<file path="src/hdl/gpio_port_defines.vh">
// Constants for the bus control general-purpose port
`ifndef GPIO_PORT_DEFINES_VH
`define GPIO_PORT_DEFINES_VH

// Port width
`define PORT_WIDTH          8
// Reset values
`define DIR_RESET           8'hff
`define LATCH_RESET         8'h00
`define PULLUP_EN_RESET     1'b0
`define EXT_BUS_DIS_RESET   1'b1
// Field positions in the control bytes
`define EXT_BUS_DIS_BIT     7
`define PULLUP_EN_BIT       5
// Strobe positions on the port
`define PIN_ADDR_LATCH      0
`define PIN_OUT_EN          1
`define PIN_WRITE_LOW       2
`define PIN_WRITE_HIGH      3
`define PIN_BYTE_ADDR_ZERO  4
`define PIN_CHIP_EN         5
`define PIN_LOWER_BYTE      6
`define PIN_UPPER_BYTE      7

`endif

</file>
<file path="src/hdl/bus_control_gpio_port.v">
// Eight-pin bus control general-purpose port, top level
//
// Functional notes
// - Eight-pin bidirectional port, digital only
// - Per-pin direction: 0 output, 1 input
// - Reset returns every pin to input
// - Clearing bus-disable bit hands pins to bus
// - Bus function overrides direction and latch
// - Shared enable bit gates all weak pull-ups
// - Pull-up off while pin is output
// - Reset clears the shared pull-up enable
// - Bus mode: address latch pin 0, output-enable pin 1
// - Bus mode: write low pin 2, high pin 3
// - Port exists only on larger package
// - Bus mode: addr0, chip enable, byte selects pins 4-7
// - Smaller package reads port registers as zero
//
// Pin map while the memory interface owns the port
//   pin 0  address latch enable
//   pin 1  output enable
//   pin 2  write strobe, low byte
//   pin 3  write strobe, high byte
//   pin 4  byte address bit zero
//   pin 5  chip enable
//   pin 6  lower byte select
//   pin 7  upper byte select
//
// Timing notes
//   Configuration writes land on the clock edge and reach the pads at once
//   All three read ports lag their source by one clock
//   Data and latch writes in one cycle: the latch port's data is kept
//   A pin set as output has its pull-up cut, whatever the shared enable says
//
// Reset notes
//   Direction all ones: every pin an input
//   Memory interface disabled, pull-ups off, latch cleared
//   Read ports hold zero until the first clock after release
//
// Smaller package
//   Pads neither driven nor pulled; every read port returns zero
`timescale 1ns/100ps
`include "gpio_port_defines.vh"
module bus_control_gpio_port #(
   parameter PORT_PRESENT = 1,
   parameter WIDTH        = `PORT_WIDTH
) (
   // Clock and reset
   input  wire             clk_sys,
   input  wire             rst_n,
   // Pin input register write and read
   input  wire             pin_input_register_wr,
   input  wire [WIDTH-1:0] pin_input_register_wdata,
   output reg  [WIDTH-1:0] pin_input_register_rdata,
   // Output latch register write and read
   input  wire             output_latch_register_wr,
   input  wire [WIDTH-1:0] output_latch_register_wdata,
   output reg  [WIDTH-1:0] output_latch_register_rdata,
   // Direction register write and read
   input  wire             direction_register_wr,
   input  wire [WIDTH-1:0] direction_register_wdata,
   output reg  [WIDTH-1:0] direction_register_rdata,
   // Memory bus control register write of the disable bit
   input  wire             memory_bus_control_register_wr,
   input  wire [7:0]       memory_bus_control_register_wdata,
   output reg              ext_bus_disable,
   // Neighbour port register write of the pull-up enable bit
   input  wire             neighbour_port_register_wr,
   input  wire [7:0]       neighbour_port_register_wdata,
   output reg              pullup_enable,
   // Strobes from the external memory interface
   input  wire             addr_latch_strobe,
   input  wire             out_enable_strobe,
   input  wire             write_low_strobe,
   input  wire             write_high_strobe,
   input  wire             byte_addr_zero,
   input  wire             chip_enable_strobe,
   input  wire             lower_byte_select,
   input  wire             upper_byte_select,
   // Pads
   input  wire [WIDTH-1:0] pad_in,
   output wire [WIDTH-1:0] pad_out,
   output wire [WIDTH-1:0] pad_oe,
   output wire [WIDTH-1:0] pad_pullup
);

   // ****************************************
   // Internal signals
   // ****************************************
   // Stored configuration
   wire [WIDTH-1:0] latch_q;
   wire [WIDTH-1:0] dir_q;
   // Latch write steering
   wire             latch_wr;
   wire [WIDTH-1:0] latch_wdata;
   // Package and bus ownership
   wire             present;
   wire             bus_mode;
   wire [WIDTH-1:0] present_mask;
   // Strobe values laid out by pin
   wire [WIDTH-1:0] bus_value;
   // Per-pin cell results before package gating
   wire [WIDTH-1:0] out_raw;
   wire [WIDTH-1:0] oe_raw;
   wire [WIDTH-1:0] pu_raw;
   // Next values of the control bits
   reg              next_ext_bus_disable;
   reg              next_pullup_enable;
   // Next values of the read-back registers
   reg  [WIDTH-1:0] next_pin_rdata;
   reg  [WIDTH-1:0] next_latch_rdata;
   reg  [WIDTH-1:0] next_dir_rdata;

   // ****************************************
   // Package presence
   // ****************************************
   // Larger package carries the port; smaller one leaves it out
   assign present      = (PORT_PRESENT != 0);
   // All ones when present, all zeros when absent
   assign present_mask = {WIDTH{present}};

   // ****************************************
   // Registers
   // ****************************************

   // Either data or latch write lands in the latch; latch port wins a tie
   assign latch_wr    = pin_input_register_wr | output_latch_register_wr;
   assign latch_wdata = output_latch_register_wr ? output_latch_register_wdata
                                                 : pin_input_register_wdata;

   gpio_reg_byte #(
      .WIDTH       (WIDTH),
      .RESET_VALUE (`LATCH_RESET)
   ) u_latch (
      .clk_sys (clk_sys),
      .rst_n   (rst_n),
      .wr_en   (latch_wr),
      .wr_data (latch_wdata),
      .q       (latch_q)
   );

   // Direction resets to all inputs
   gpio_reg_byte #(
      .WIDTH       (WIDTH),
      .RESET_VALUE (`DIR_RESET)
   ) u_dir (
      .clk_sys (clk_sys),
      .rst_n   (rst_n),
      .wr_en   (direction_register_wr),
      .wr_data (direction_register_wdata),
      .q       (dir_q)
   );

   // Bus disable: only its own bit of the control byte is kept
   always @* begin
      next_ext_bus_disable = ext_bus_disable;
      if (memory_bus_control_register_wr) begin
         next_ext_bus_disable = memory_bus_control_register_wdata[`EXT_BUS_DIS_BIT];
      end
   end

   // Shared pull-up enable: only its own bit of the neighbour byte is kept
   always @* begin
      next_pullup_enable = pullup_enable;
      if (neighbour_port_register_wr) begin
         next_pullup_enable = neighbour_port_register_wdata[`PULLUP_EN_BIT];
      end
   end

   // Memory interface starts disabled so the port comes up as plain inputs
   always @(posedge clk_sys or negedge rst_n) begin
      if (!rst_n) begin
         ext_bus_disable <= `EXT_BUS_DIS_RESET;
      end else begin
         ext_bus_disable <= next_ext_bus_disable;
      end
   end

   // Pull-ups start off
   always @(posedge clk_sys or negedge rst_n) begin
      if (!rst_n) begin
         pullup_enable <= `PULLUP_EN_RESET;
      end else begin
         pullup_enable <= next_pullup_enable;
      end
   end

   // ****************************************
   // Pin muxing
   // ****************************************
   assign bus_mode = ~ext_bus_disable & present;

   // Pins 0 and 1: address latch enable and output enable
   assign bus_value[`PIN_ADDR_LATCH]     = addr_latch_strobe;
   assign bus_value[`PIN_OUT_EN]         = out_enable_strobe;
   // Pins 2 and 3: low and high byte write strobes
   assign bus_value[`PIN_WRITE_LOW]      = write_low_strobe;
   assign bus_value[`PIN_WRITE_HIGH]     = write_high_strobe;
   // Pin 4: byte address bit zero
   assign bus_value[`PIN_BYTE_ADDR_ZERO] = byte_addr_zero;
   // Pin 5: chip enable
   assign bus_value[`PIN_CHIP_EN]        = chip_enable_strobe;
   // Pins 6 and 7: lower and upper byte selects
   assign bus_value[`PIN_LOWER_BYTE]     = lower_byte_select;
   assign bus_value[`PIN_UPPER_BYTE]     = upper_byte_select;

   // One cell per pin; all digital, no analog path
   genvar i;
   generate
      for (i = 0; i < WIDTH; i = i + 1) begin : g_pin
         gpio_pin_cell u_cell (
            .bus_owned     (bus_mode),
            .bus_value     (bus_value[i]),
            .dir_in        (dir_q[i]),
            .latch_value   (latch_q[i]),
            .pullup_global (pullup_enable),
            .pad_out       (out_raw[i]),
            .pad_oe        (oe_raw[i]),
            .pad_pullup    (pu_raw[i])
         );
      end
   endgenerate

   // ****************************************
   // Pad gating
   // ****************************************
   // Absent port never drives or pulls its pads
   assign pad_out    = out_raw & present_mask;
   assign pad_oe     = oe_raw  & present_mask;
   assign pad_pullup = pu_raw  & present_mask;

   // ****************************************
   // Read back
   // ****************************************
   // Pin levels, latch and direction, or zeros on the smaller package
   always @* begin
      next_pin_rdata   = {WIDTH{1'b0}};
      next_latch_rdata = {WIDTH{1'b0}};
      next_dir_rdata   = {WIDTH{1'b0}};
      if (present) begin
         next_pin_rdata   = pad_in;
         next_latch_rdata = latch_q;
         next_dir_rdata   = dir_q;
      end
   end

   // Pin level register: one clock behind the pads
   always @(posedge clk_sys or negedge rst_n) begin
      if (!rst_n) begin
         pin_input_register_rdata <= {WIDTH{1'b0}};
      end else begin
         pin_input_register_rdata <= next_pin_rdata;
      end
   end

   // Latch read shows latch contents, not pin levels
   always @(posedge clk_sys or negedge rst_n) begin
      if (!rst_n) begin
         output_latch_register_rdata <= {WIDTH{1'b0}};
      end else begin
         output_latch_register_rdata <= next_latch_rdata;
      end
   end

   // Direction read back
   always @(posedge clk_sys or negedge rst_n) begin
      if (!rst_n) begin
         direction_register_rdata <= {WIDTH{1'b0}};
      end else begin
         direction_register_rdata <= next_dir_rdata;
      end
   end

endmodule

</file>
<file path="src/hdl/gpio_pin_cell.v">
// Output mux, direction override and pull-up gating for one pin
`timescale 1ns/100ps
module gpio_pin_cell (
   // Configuration
   input  wire bus_owned,
   input  wire bus_value,
   input  wire dir_in,
   input  wire latch_value,
   input  wire pullup_global,
   // Pad controls
   output wire pad_out,
   output wire pad_oe,
   output wire pad_pullup
);

   // Bus strobe wins over latch; direction ignored while bus owns the pin
   assign pad_out    = bus_owned ? bus_value : latch_value;
   assign pad_oe     = bus_owned | ~dir_in;
   // Pull-up off whenever the pin drives
   assign pad_pullup = pullup_global & ~pad_oe;

endmodule

</file>
<file path="src/hdl/gpio_reg_byte.v">
// Byte-wide register with write strobe and reset value
`timescale 1ns/100ps
module gpio_reg_byte #(
   parameter WIDTH = 8,
   parameter [WIDTH-1:0] RESET_VALUE = {WIDTH{1'b0}}
) (
   // Clock and reset
   input  wire             clk_sys,
   input  wire             rst_n,
   // Write side
   input  wire             wr_en,
   input  wire [WIDTH-1:0] wr_data,
   // Stored value
   output reg  [WIDTH-1:0] q
);

   // Store on write, take reset value on reset
   always @(posedge clk_sys or negedge rst_n) begin
      if (!rst_n) begin
         q <= RESET_VALUE;
      end else if (wr_en) begin
         q <= wr_data;
      end
   end

endmodule

</file>
<file path="config.mk">
export PLATFORM = sky130hd
export DESIGN_NAME = bus_control_gpio_port
export DESIGN_NICKNAME = d
export VERILOG_FILES = /design/src/hdl/bus_control_gpio_port.v /design/src/hdl/gpio_pin_cell.v /design/src/hdl/gpio_reg_byte.v
export VERILOG_INCLUDE_DIRS = /design/src /design/src/hdl
export SDC_FILE = /design/constraint.sdc
export NUM_CORES = 1
export LEC_CHECK = 0
export ABC_AREA = 1
export BUFFER_PORTS_ARGS = -buffer_cell sky130_fd_sc_hd__buf_2
export CORE_ASPECT_RATIO = 1.4
export CORE_MARGIN = 5
export CORE_UTILIZATION = 35
export CTS_CLUSTER_DIAMETER = 120
export DETAILED_ROUTE_END_ITERATION = 6
export MAX_ROUTING_LAYER = met4
export PLACE_DENSITY = 0.64
export SLEW_MARGIN = 15
export SYNTH_ARGS = -nofsm -noshare
export SYNTH_HDL_FRONTEND = slang
export SYNTH_SLANG_ARGS = --single-unit
</file>
<file path="constraint.sdc">
create_clock -name clk_sys -period 1.5 [get_ports clk_sys]
set_clock_uncertainty 0.2 [all_clocks]
set_input_delay 0.3 -clock clk_sys [delete_from_list [all_inputs] [get_ports clk_sys]]
set_output_delay 0.3 -clock clk_sys [all_outputs]
set_load 0.02 [all_outputs]
</file>
# ---- Word-level counts from Yosys, hierarchy flattened
# Index checks and enable logic that the tools add are counted.
dict set report word_totals {
  ff_bits 42
  out_inout_bits 50
  elab_cells 50
}
dict set report op_classes {
  n_mux 9
  bitwise 34
}
# operator n
set op_table {}
lappend op_table {{inverter 1 bit} 17}
lappend op_table {{bitwise OR 1 bit} 9}
lappend op_table {{bitwise AND 1 bit} 8}
lappend op_table {{2-to-1 mux 1 bit} 8}
lappend op_table {{2-to-1 mux 8 bit} 1}

# ---- Depth between registers and ports, before layout
dict set report depth {
  depth_word 4
  ltp_mapped 5
  mapped_depth_nobuf 3
}

# ---- Hierarchy
# From an unflattened synthesis, not the netlist that was laid out.
dict set report hier_totals {
  hier_cells 186
  hier_area_um2 1667.8
}
# mod instances cells_per_inst area_each_um2 seq_area_each_um2
set by_module_without_submodules {}
lappend by_module_without_submodules {bus_control_gpio_port 1 62 797.0 651.9}
lappend by_module_without_submodules {{gpio_reg_byte (u_dir)} 1 34 315.3 210.2}
lappend by_module_without_submodules {{gpio_reg_byte (u_latch)} 1 34 305.3 200.2}
lappend by_module_without_submodules {gpio_pin_cell 8 7 31.3 0.0}

# ---- Worst setup path after synthesis
# Ideal clock, no wire load.
dict set report synth_timing {
  path_kind {register to output}
  startpoint {register ext_bus_disable}
  endpoint {output port pad_pullup[1]}
  t_arrival_ps 1076
  slack_ps -76
  path_stages_with_launch 6
  path_buffers 3
  path_cell_list {dfstp_2 buf_6 buf_12 nand2_4 nor2_2 buf_4}
}
dict set report synth_between {
  elab_chain_len 4
}
# item line_no
set synth_rtl {}
lappend synth_rtl {{start: declaration} bus_control_gpio_port.v:65} ;# output reg ext_bus_disable,
lappend synth_rtl {{start signal: assignment} bus_control_gpio_port.v:172} ;# ext_bus_disable <= `EXT_BUS_DIS_RESET;
lappend synth_rtl {{start signal: assignment} bus_control_gpio_port.v:174} ;# ext_bus_disable <= next_ext_bus_disable;
lappend synth_rtl {{inverter 1 bit} bus_control_gpio_port.v:190} ;# assign bus_mode = ~ext_bus_disable & present;
lappend synth_rtl {{bitwise OR 1 bit} gpio_pin_cell.v:18} ;# assign pad_oe = bus_owned | ~dir_in;
lappend synth_rtl {{named net g_pin[1].u_cell.pad_oe} gpio_pin_cell.v:12} ;# output wire pad_oe,
lappend synth_rtl {{inverter 1 bit} gpio_pin_cell.v:20} ;# assign pad_pullup = pullup_global & ~pad_oe;
lappend synth_rtl {{bitwise AND 1 bit} gpio_pin_cell.v:20}
lappend synth_rtl {{end: declaration} bus_control_gpio_port.v:83} ;# output wire [WIDTH-1:0] pad_pullup
# The timed path passes the listed nets, and every way through them passes these cells.

# ---- Worst setup path after layout
dict set report layout_timing {
  startpoint {register ext_bus_disable}
  endpoint {output port pad_pullup[5]}
}
dict set report layout_between {
  elab_chain_len 4
}
# item line_no
set layout_rtl {}
lappend layout_rtl {{inverter 1 bit} bus_control_gpio_port.v:190}
lappend layout_rtl {{bitwise OR 1 bit} gpio_pin_cell.v:18}
lappend layout_rtl {{inverter 1 bit} gpio_pin_cell.v:20}
lappend layout_rtl {{bitwise AND 1 bit} gpio_pin_cell.v:20}
# No other way between the ends.

==> metrics.txt <==
# TYPE chip_impl_metric gauge
chip_impl_info{name="status",value="finished with violations"} 1
chip_impl_info{name="violations",value="negative setup slack"} 1
chip_impl_metric{name="synth_largest_type_area_fraction",unit="%"} 46.8
chip_impl_metric{name="timing_max_transition_violations_final",unit=""} 0
chip_impl_metric{name="finalWeightedCongestion",unit=""} 0.718
chip_impl_metric{name="cts_max_level",unit=""} 2
chip_impl_metric{name="first_global_vias",unit=""} 1426
chip_impl_metric{name="min_delay_path_depth",unit=""} 3
chip_impl_info{name="synth_area_leader_cell",value="sky130_fd_sc_hd__dfrtp_1"} 1
chip_impl_metric{name="viasPerCell",unit=""} 4.24
chip_impl_metric{name="use_met2",unit="%"} 24.8
chip_impl_info{name="timing_worst_setup_path_type",value="flip-flop to output pin"} 1
chip_impl_metric{name="design.final.nets",unit=""} 330
chip_impl_metric{name="cts-root-to-sink-buffers",unit=""} 2
chip_impl_metric{name="synth-edff-count",unit=""} 0
chip_impl_metric{name="setup.reg_to_reg.worst_slack",unit="ps"} 200
chip_impl_info{name="cts_tree",value="built"} 1
chip_impl_metric{name="fin_crit",unit="ps"} 1870
chip_impl_metric{name="area.growth.synth_to_final",unit="%"} 48.1
chip_impl_metric{name="synth.yosys.seq_area_share",unit="%"} 60.3
chip_impl_metric{name="vias",unit=""} 1407
chip_impl_metric{name="globalRoute.totalOverflow",unit=""} 0
chip_impl_metric{name="insertedDiodeCount",unit=""} 0
chip_impl_metric{name="post_synth.cell_area_avg",unit="um2"} 10.1
chip_impl_metric{name="fp.dieArea",unit="mm2"} 0.00658
chip_impl_metric{name="post_synthesis_register_bit_count",unit=""} 42
chip_impl_metric{name="globalRouteMet1Util",unit="%"} 12.5
chip_impl_metric{name="p_per_area",unit="mW/mm2"} 1020
chip_impl_metric{name="fp.dieW",unit="um"} 70.0
chip_impl_metric{name="die_y_extent",unit="um"} 94.0
chip_impl_metric{name="clock_sink_count",unit=""} 42
chip_impl_metric{name="vdd_drop_max",unit="V"} 0.000576
chip_impl_metric{name="p_leak",unit="nW"} 1.35
chip_impl_metric{name="depth_of_the_worst_register_to_register_path",unit=""} 4
chip_impl_metric{name="clock_transition_at_the_registers_of_the_reported_paths",unit="ps"} 80
chip_impl_metric{name="io-pin-count",unit=""} 113
chip_impl_metric{name="floorplan.initialDensity",unit="%"} 36.1
chip_impl_metric{name="finalWorstSetupSlack",unit="ps"} -367
chip_impl_metric{name="critical_path_required",unit="ps"} 1000
chip_impl_info{name="yosysMostFrequentCell",value="sky130_fd_sc_hd__nand2_1"} 1
chip_impl_metric{name="fp-row-count",unit=""} 30
chip_impl_metric{name="largest_fanout_of_any_net_on_the_critical_path",unit=""} 8
chip_impl_metric{name="synth_warnings",unit=""} 0
chip_impl_metric{name="coreArea",unit="mm2"} 0.00488
chip_impl_metric{name="number_of_clock_buffers_inserted_by_tritoncts",unit=""} 5
chip_impl_metric{name="drive_gt1_share",unit="%"} 52.6
chip_impl_metric{name="grt_pass1_wl",unit="mm"} 6.60
chip_impl_info{name="synth.top_cells.by_count",value="sky130_fd_sc_hd__nand2_1 (56), sky130_fd_sc_hd__dfrtp_1 (33), sky130_fd_sc_hd__buf_4 (25), sky130_fd_sc_hd__nand3_1 (16)"} 1
chip_impl_metric{name="detail_route.iter0.violations",unit=""} 22
chip_impl_metric{name="syn_nets",unit=""} 238
chip_impl_info{name="dominantRegCellSynth",value="sky130_fd_sc_hd__dfrtp_1"} 1
chip_impl_metric{name="synthArstFlopShare",unit="%"} 100
chip_impl_metric{name="final_hold_violating_endpoints",unit=""} 0
chip_impl_info{name="grt_most_used_layer",value="met2"} 1
chip_impl_info{name="startpoint_type",value="flip-flop"} 1
chip_impl_metric{name="timing_worst_slew_pin_value",unit="ps"} 382
chip_impl_metric{name="syn-cell-area",unit="mm2"} 0.00176
chip_impl_metric{name="pin_count_of_the_biggest_net_entering_global_routing",unit=""} 43
chip_impl_metric{name="dp_hpwl",unit="mm"} 3.02
chip_impl_metric{name="fmax",unit="MHz"} 536
chip_impl_metric{name="wl_per_cell",unit="um"} 12.3
chip_impl_metric{name="postRouteAntennaNets",unit=""} 0
chip_impl_metric{name="cap_violations",unit=""} 0
chip_impl_metric{name="antenna_found_initial",unit=""} 0
chip_impl_metric{name="io_buffers",unit=""} 98
chip_impl_metric{name="report.power.total",unit="mW"} 2.66
chip_impl_metric{name="max_slew_margin",unit="%"} 74.5
chip_impl_metric{name="netlist_instances",unit=""} 175
chip_impl_metric{name="crit_arrival",unit="ps"} 1370
chip_impl_info{name="setup_repair_after_global_routing_missed_its_margin",value="true"} 1
chip_impl_metric{name="firstDrtPassIters",unit=""} 4
chip_impl_metric{name="groute.layer.met3.usage",unit="%"} 5.14
chip_impl_metric{name="track_usage",unit="%"} 13.4
chip_impl_metric{name="final_min_period_over_clock_period",unit="%"} 124
chip_impl_metric{name="fin_util",unit="%"} 53.5
chip_impl_metric{name="finalWirelength",unit="mm"} 4.08
chip_impl_metric{name="finalSetupViolations",unit=""} 25
chip_impl_info{name="post_synth_main_area_contributors",value="sky130_fd_sc_hd__dfrtp_1 (47%), sky130_fd_sc_hd__dfstp_2 (13%), sky130_fd_sc_hd__nand2_1 (12%), sky130_fd_sc_hd__buf_4 (11%), sky130_fd_sc_hd__nand3_1 (4.5%)"} 1
chip_impl_metric{name="clock_latency_on_the_worst_skew_pair",unit="ps"} 290
chip_impl_info{name="worstSetupEndpointType",value="output pin"} 1
chip_impl_metric{name="synthDistinctLibCells",unit=""} 15
chip_impl_metric{name="drc",unit=""} 0
chip_impl_info{name="holdCritPathClass",value="input pin to flip-flop"} 1
chip_impl_info{name="cts_root_buffer",value="sky130_fd_sc_hd__clkbuf_8"} 1
-- registers in the layout (all words and copies together) (netlist names) --
name,count
output_latch_register_rdata,8
u_latch.q,8
pin_input_register_rdata,8
direction_register_rdata,8
ext_bus_disable,1
pullup_enable,1
u_dir.q,8
-- power by group --
part,switching (mW),internal [mW]
logic,0.359,0.263
clock network,0.358,0.371
registers,0.0631,1.24
-- cell families (layout without fill, tap and decap cells) --
group,after synthesis,after routing,synth area share [%]
flip-flops,42,42,60.3
AND/OR/NAND/NOR,83,83,20.9
AO/OA/AOI/OAI,10,10,2.84
buffers and inverters,40,133,16.0
-- cell type report --
cell class / count / area [um2]
Clock inverter: 1 / 5.00
Tap cell: 64 / 80.1
Inverter: 11 / 48.8
Timing Repair Buffer: 114 / 785
Clock buffer: 7 / 86.3
Fill cell: 464 / 2270
Multi-Input combinational cell: 93 / 544
Sequential cell: 42 / 1060
-- worst max-delay path: stages, from the launching register on --
cell	delay [ps]
sky130_fd_sc_hd__dfstp_2	580
sky130_fd_sc_hd__buf_12	180
sky130_fd_sc_hd__nand2_8	70
sky130_fd_sc_hd__nor2_4	110
sky130_fd_sc_hd__buf_6	120
-- worst paths after layout --
check	from	to
worst max-delay path	ext_bus_disable	pad_pullup[5]
worst min register to register	u_latch.q[6]	output_latch_register_rdata[6]
worst min-delay path	direction_register_wdata[3]	u_dir.q[3]
min in group asynchronous	rst_n	pin_input_register_rdata[7]
max in group asynchronous	rst_n	u_dir.q[4]
worst max register to register	ext_bus_disable	ext_bus_disable
-- timing repair --
action,in CTS,in global routing
buffers inserted,1,0
endpoints found under the hold margin,42,0
setup endpoints to repair,25,25
resized for setup,43,25
pin swaps,2,0
hold buffers,11,0
-- placed cells by master, fill, tap and decap left out --
| cell type | n |
|---|---|
| sky130_fd_sc_hd__clkbuf_1 | 1 |
| sky130_fd_sc_hd__o21ai_1 | 1 |
| sky130_fd_sc_hd__inv_1 | 8 |
| sky130_fd_sc_hd__nand3_1 | 16 |
| sky130_fd_sc_hd__buf_2 | 80 |
| sky130_fd_sc_hd__nor2_8 | 1 |
| sky130_fd_sc_hd__inv_8 | 1 |
| sky130_fd_sc_hd__inv_2 | 2 |
| sky130_fd_sc_hd__nand2_8 | 3 |
| sky130_fd_sc_hd__nor2_2 | 1 |
| sky130_fd_sc_hd__buf_4 | 3 |
| sky130_fd_sc_hd__clkbuf_8 | 6 |
| sky130_fd_sc_hd__nor2_4 | 7 |
| sky130_fd_sc_hd__dlygate4sd3_1 | 11 |
| sky130_fd_sc_hd__nand2_4 | 5 |
| sky130_fd_sc_hd__o21ai_0 | 9 |
| sky130_fd_sc_hd__buf_6 | 17 |
| sky130_fd_sc_hd__nand2_2 | 2 |
| sky130_fd_sc_hd__dfrtp_1 | 33 |
| sky130_fd_sc_hd__dfstp_2 | 9 |
| sky130_fd_sc_hd__nand2_1 | 48 |
| sky130_fd_sc_hd__buf_12 | 3 |
| sky130_fd_sc_hd__clkinv_2 | 1 |
-- through the flow --
step | worst slack, ps | TNS (ps) | hold WS [ps] | cells | cell area, um2
floorplan | -76.2 | -646 | -196 | 175 | 1790
global placement | -45.7 | -405 | 86.0 | 312 | 2160
detailed placement | -58.2 | -477 | 88.2 | 312 | 2160
CTS | -353 | -7640 | 9.18 | 332 | 2510
global route | -432 | -9170 | 7.02 | 332 | 2610
finish | -367 | -7530 | 17.9 | 332 | 2610
-- per-layer routing --
layer | vias to the layer above | wire (um)
li1 | 704 | -
met1 | 642 | 1350
met2 | 57 | 2350
met3 | 4 | 335
met4 | 0 | 44
met5 | - | 0
(Power assumes the default switching activity.)
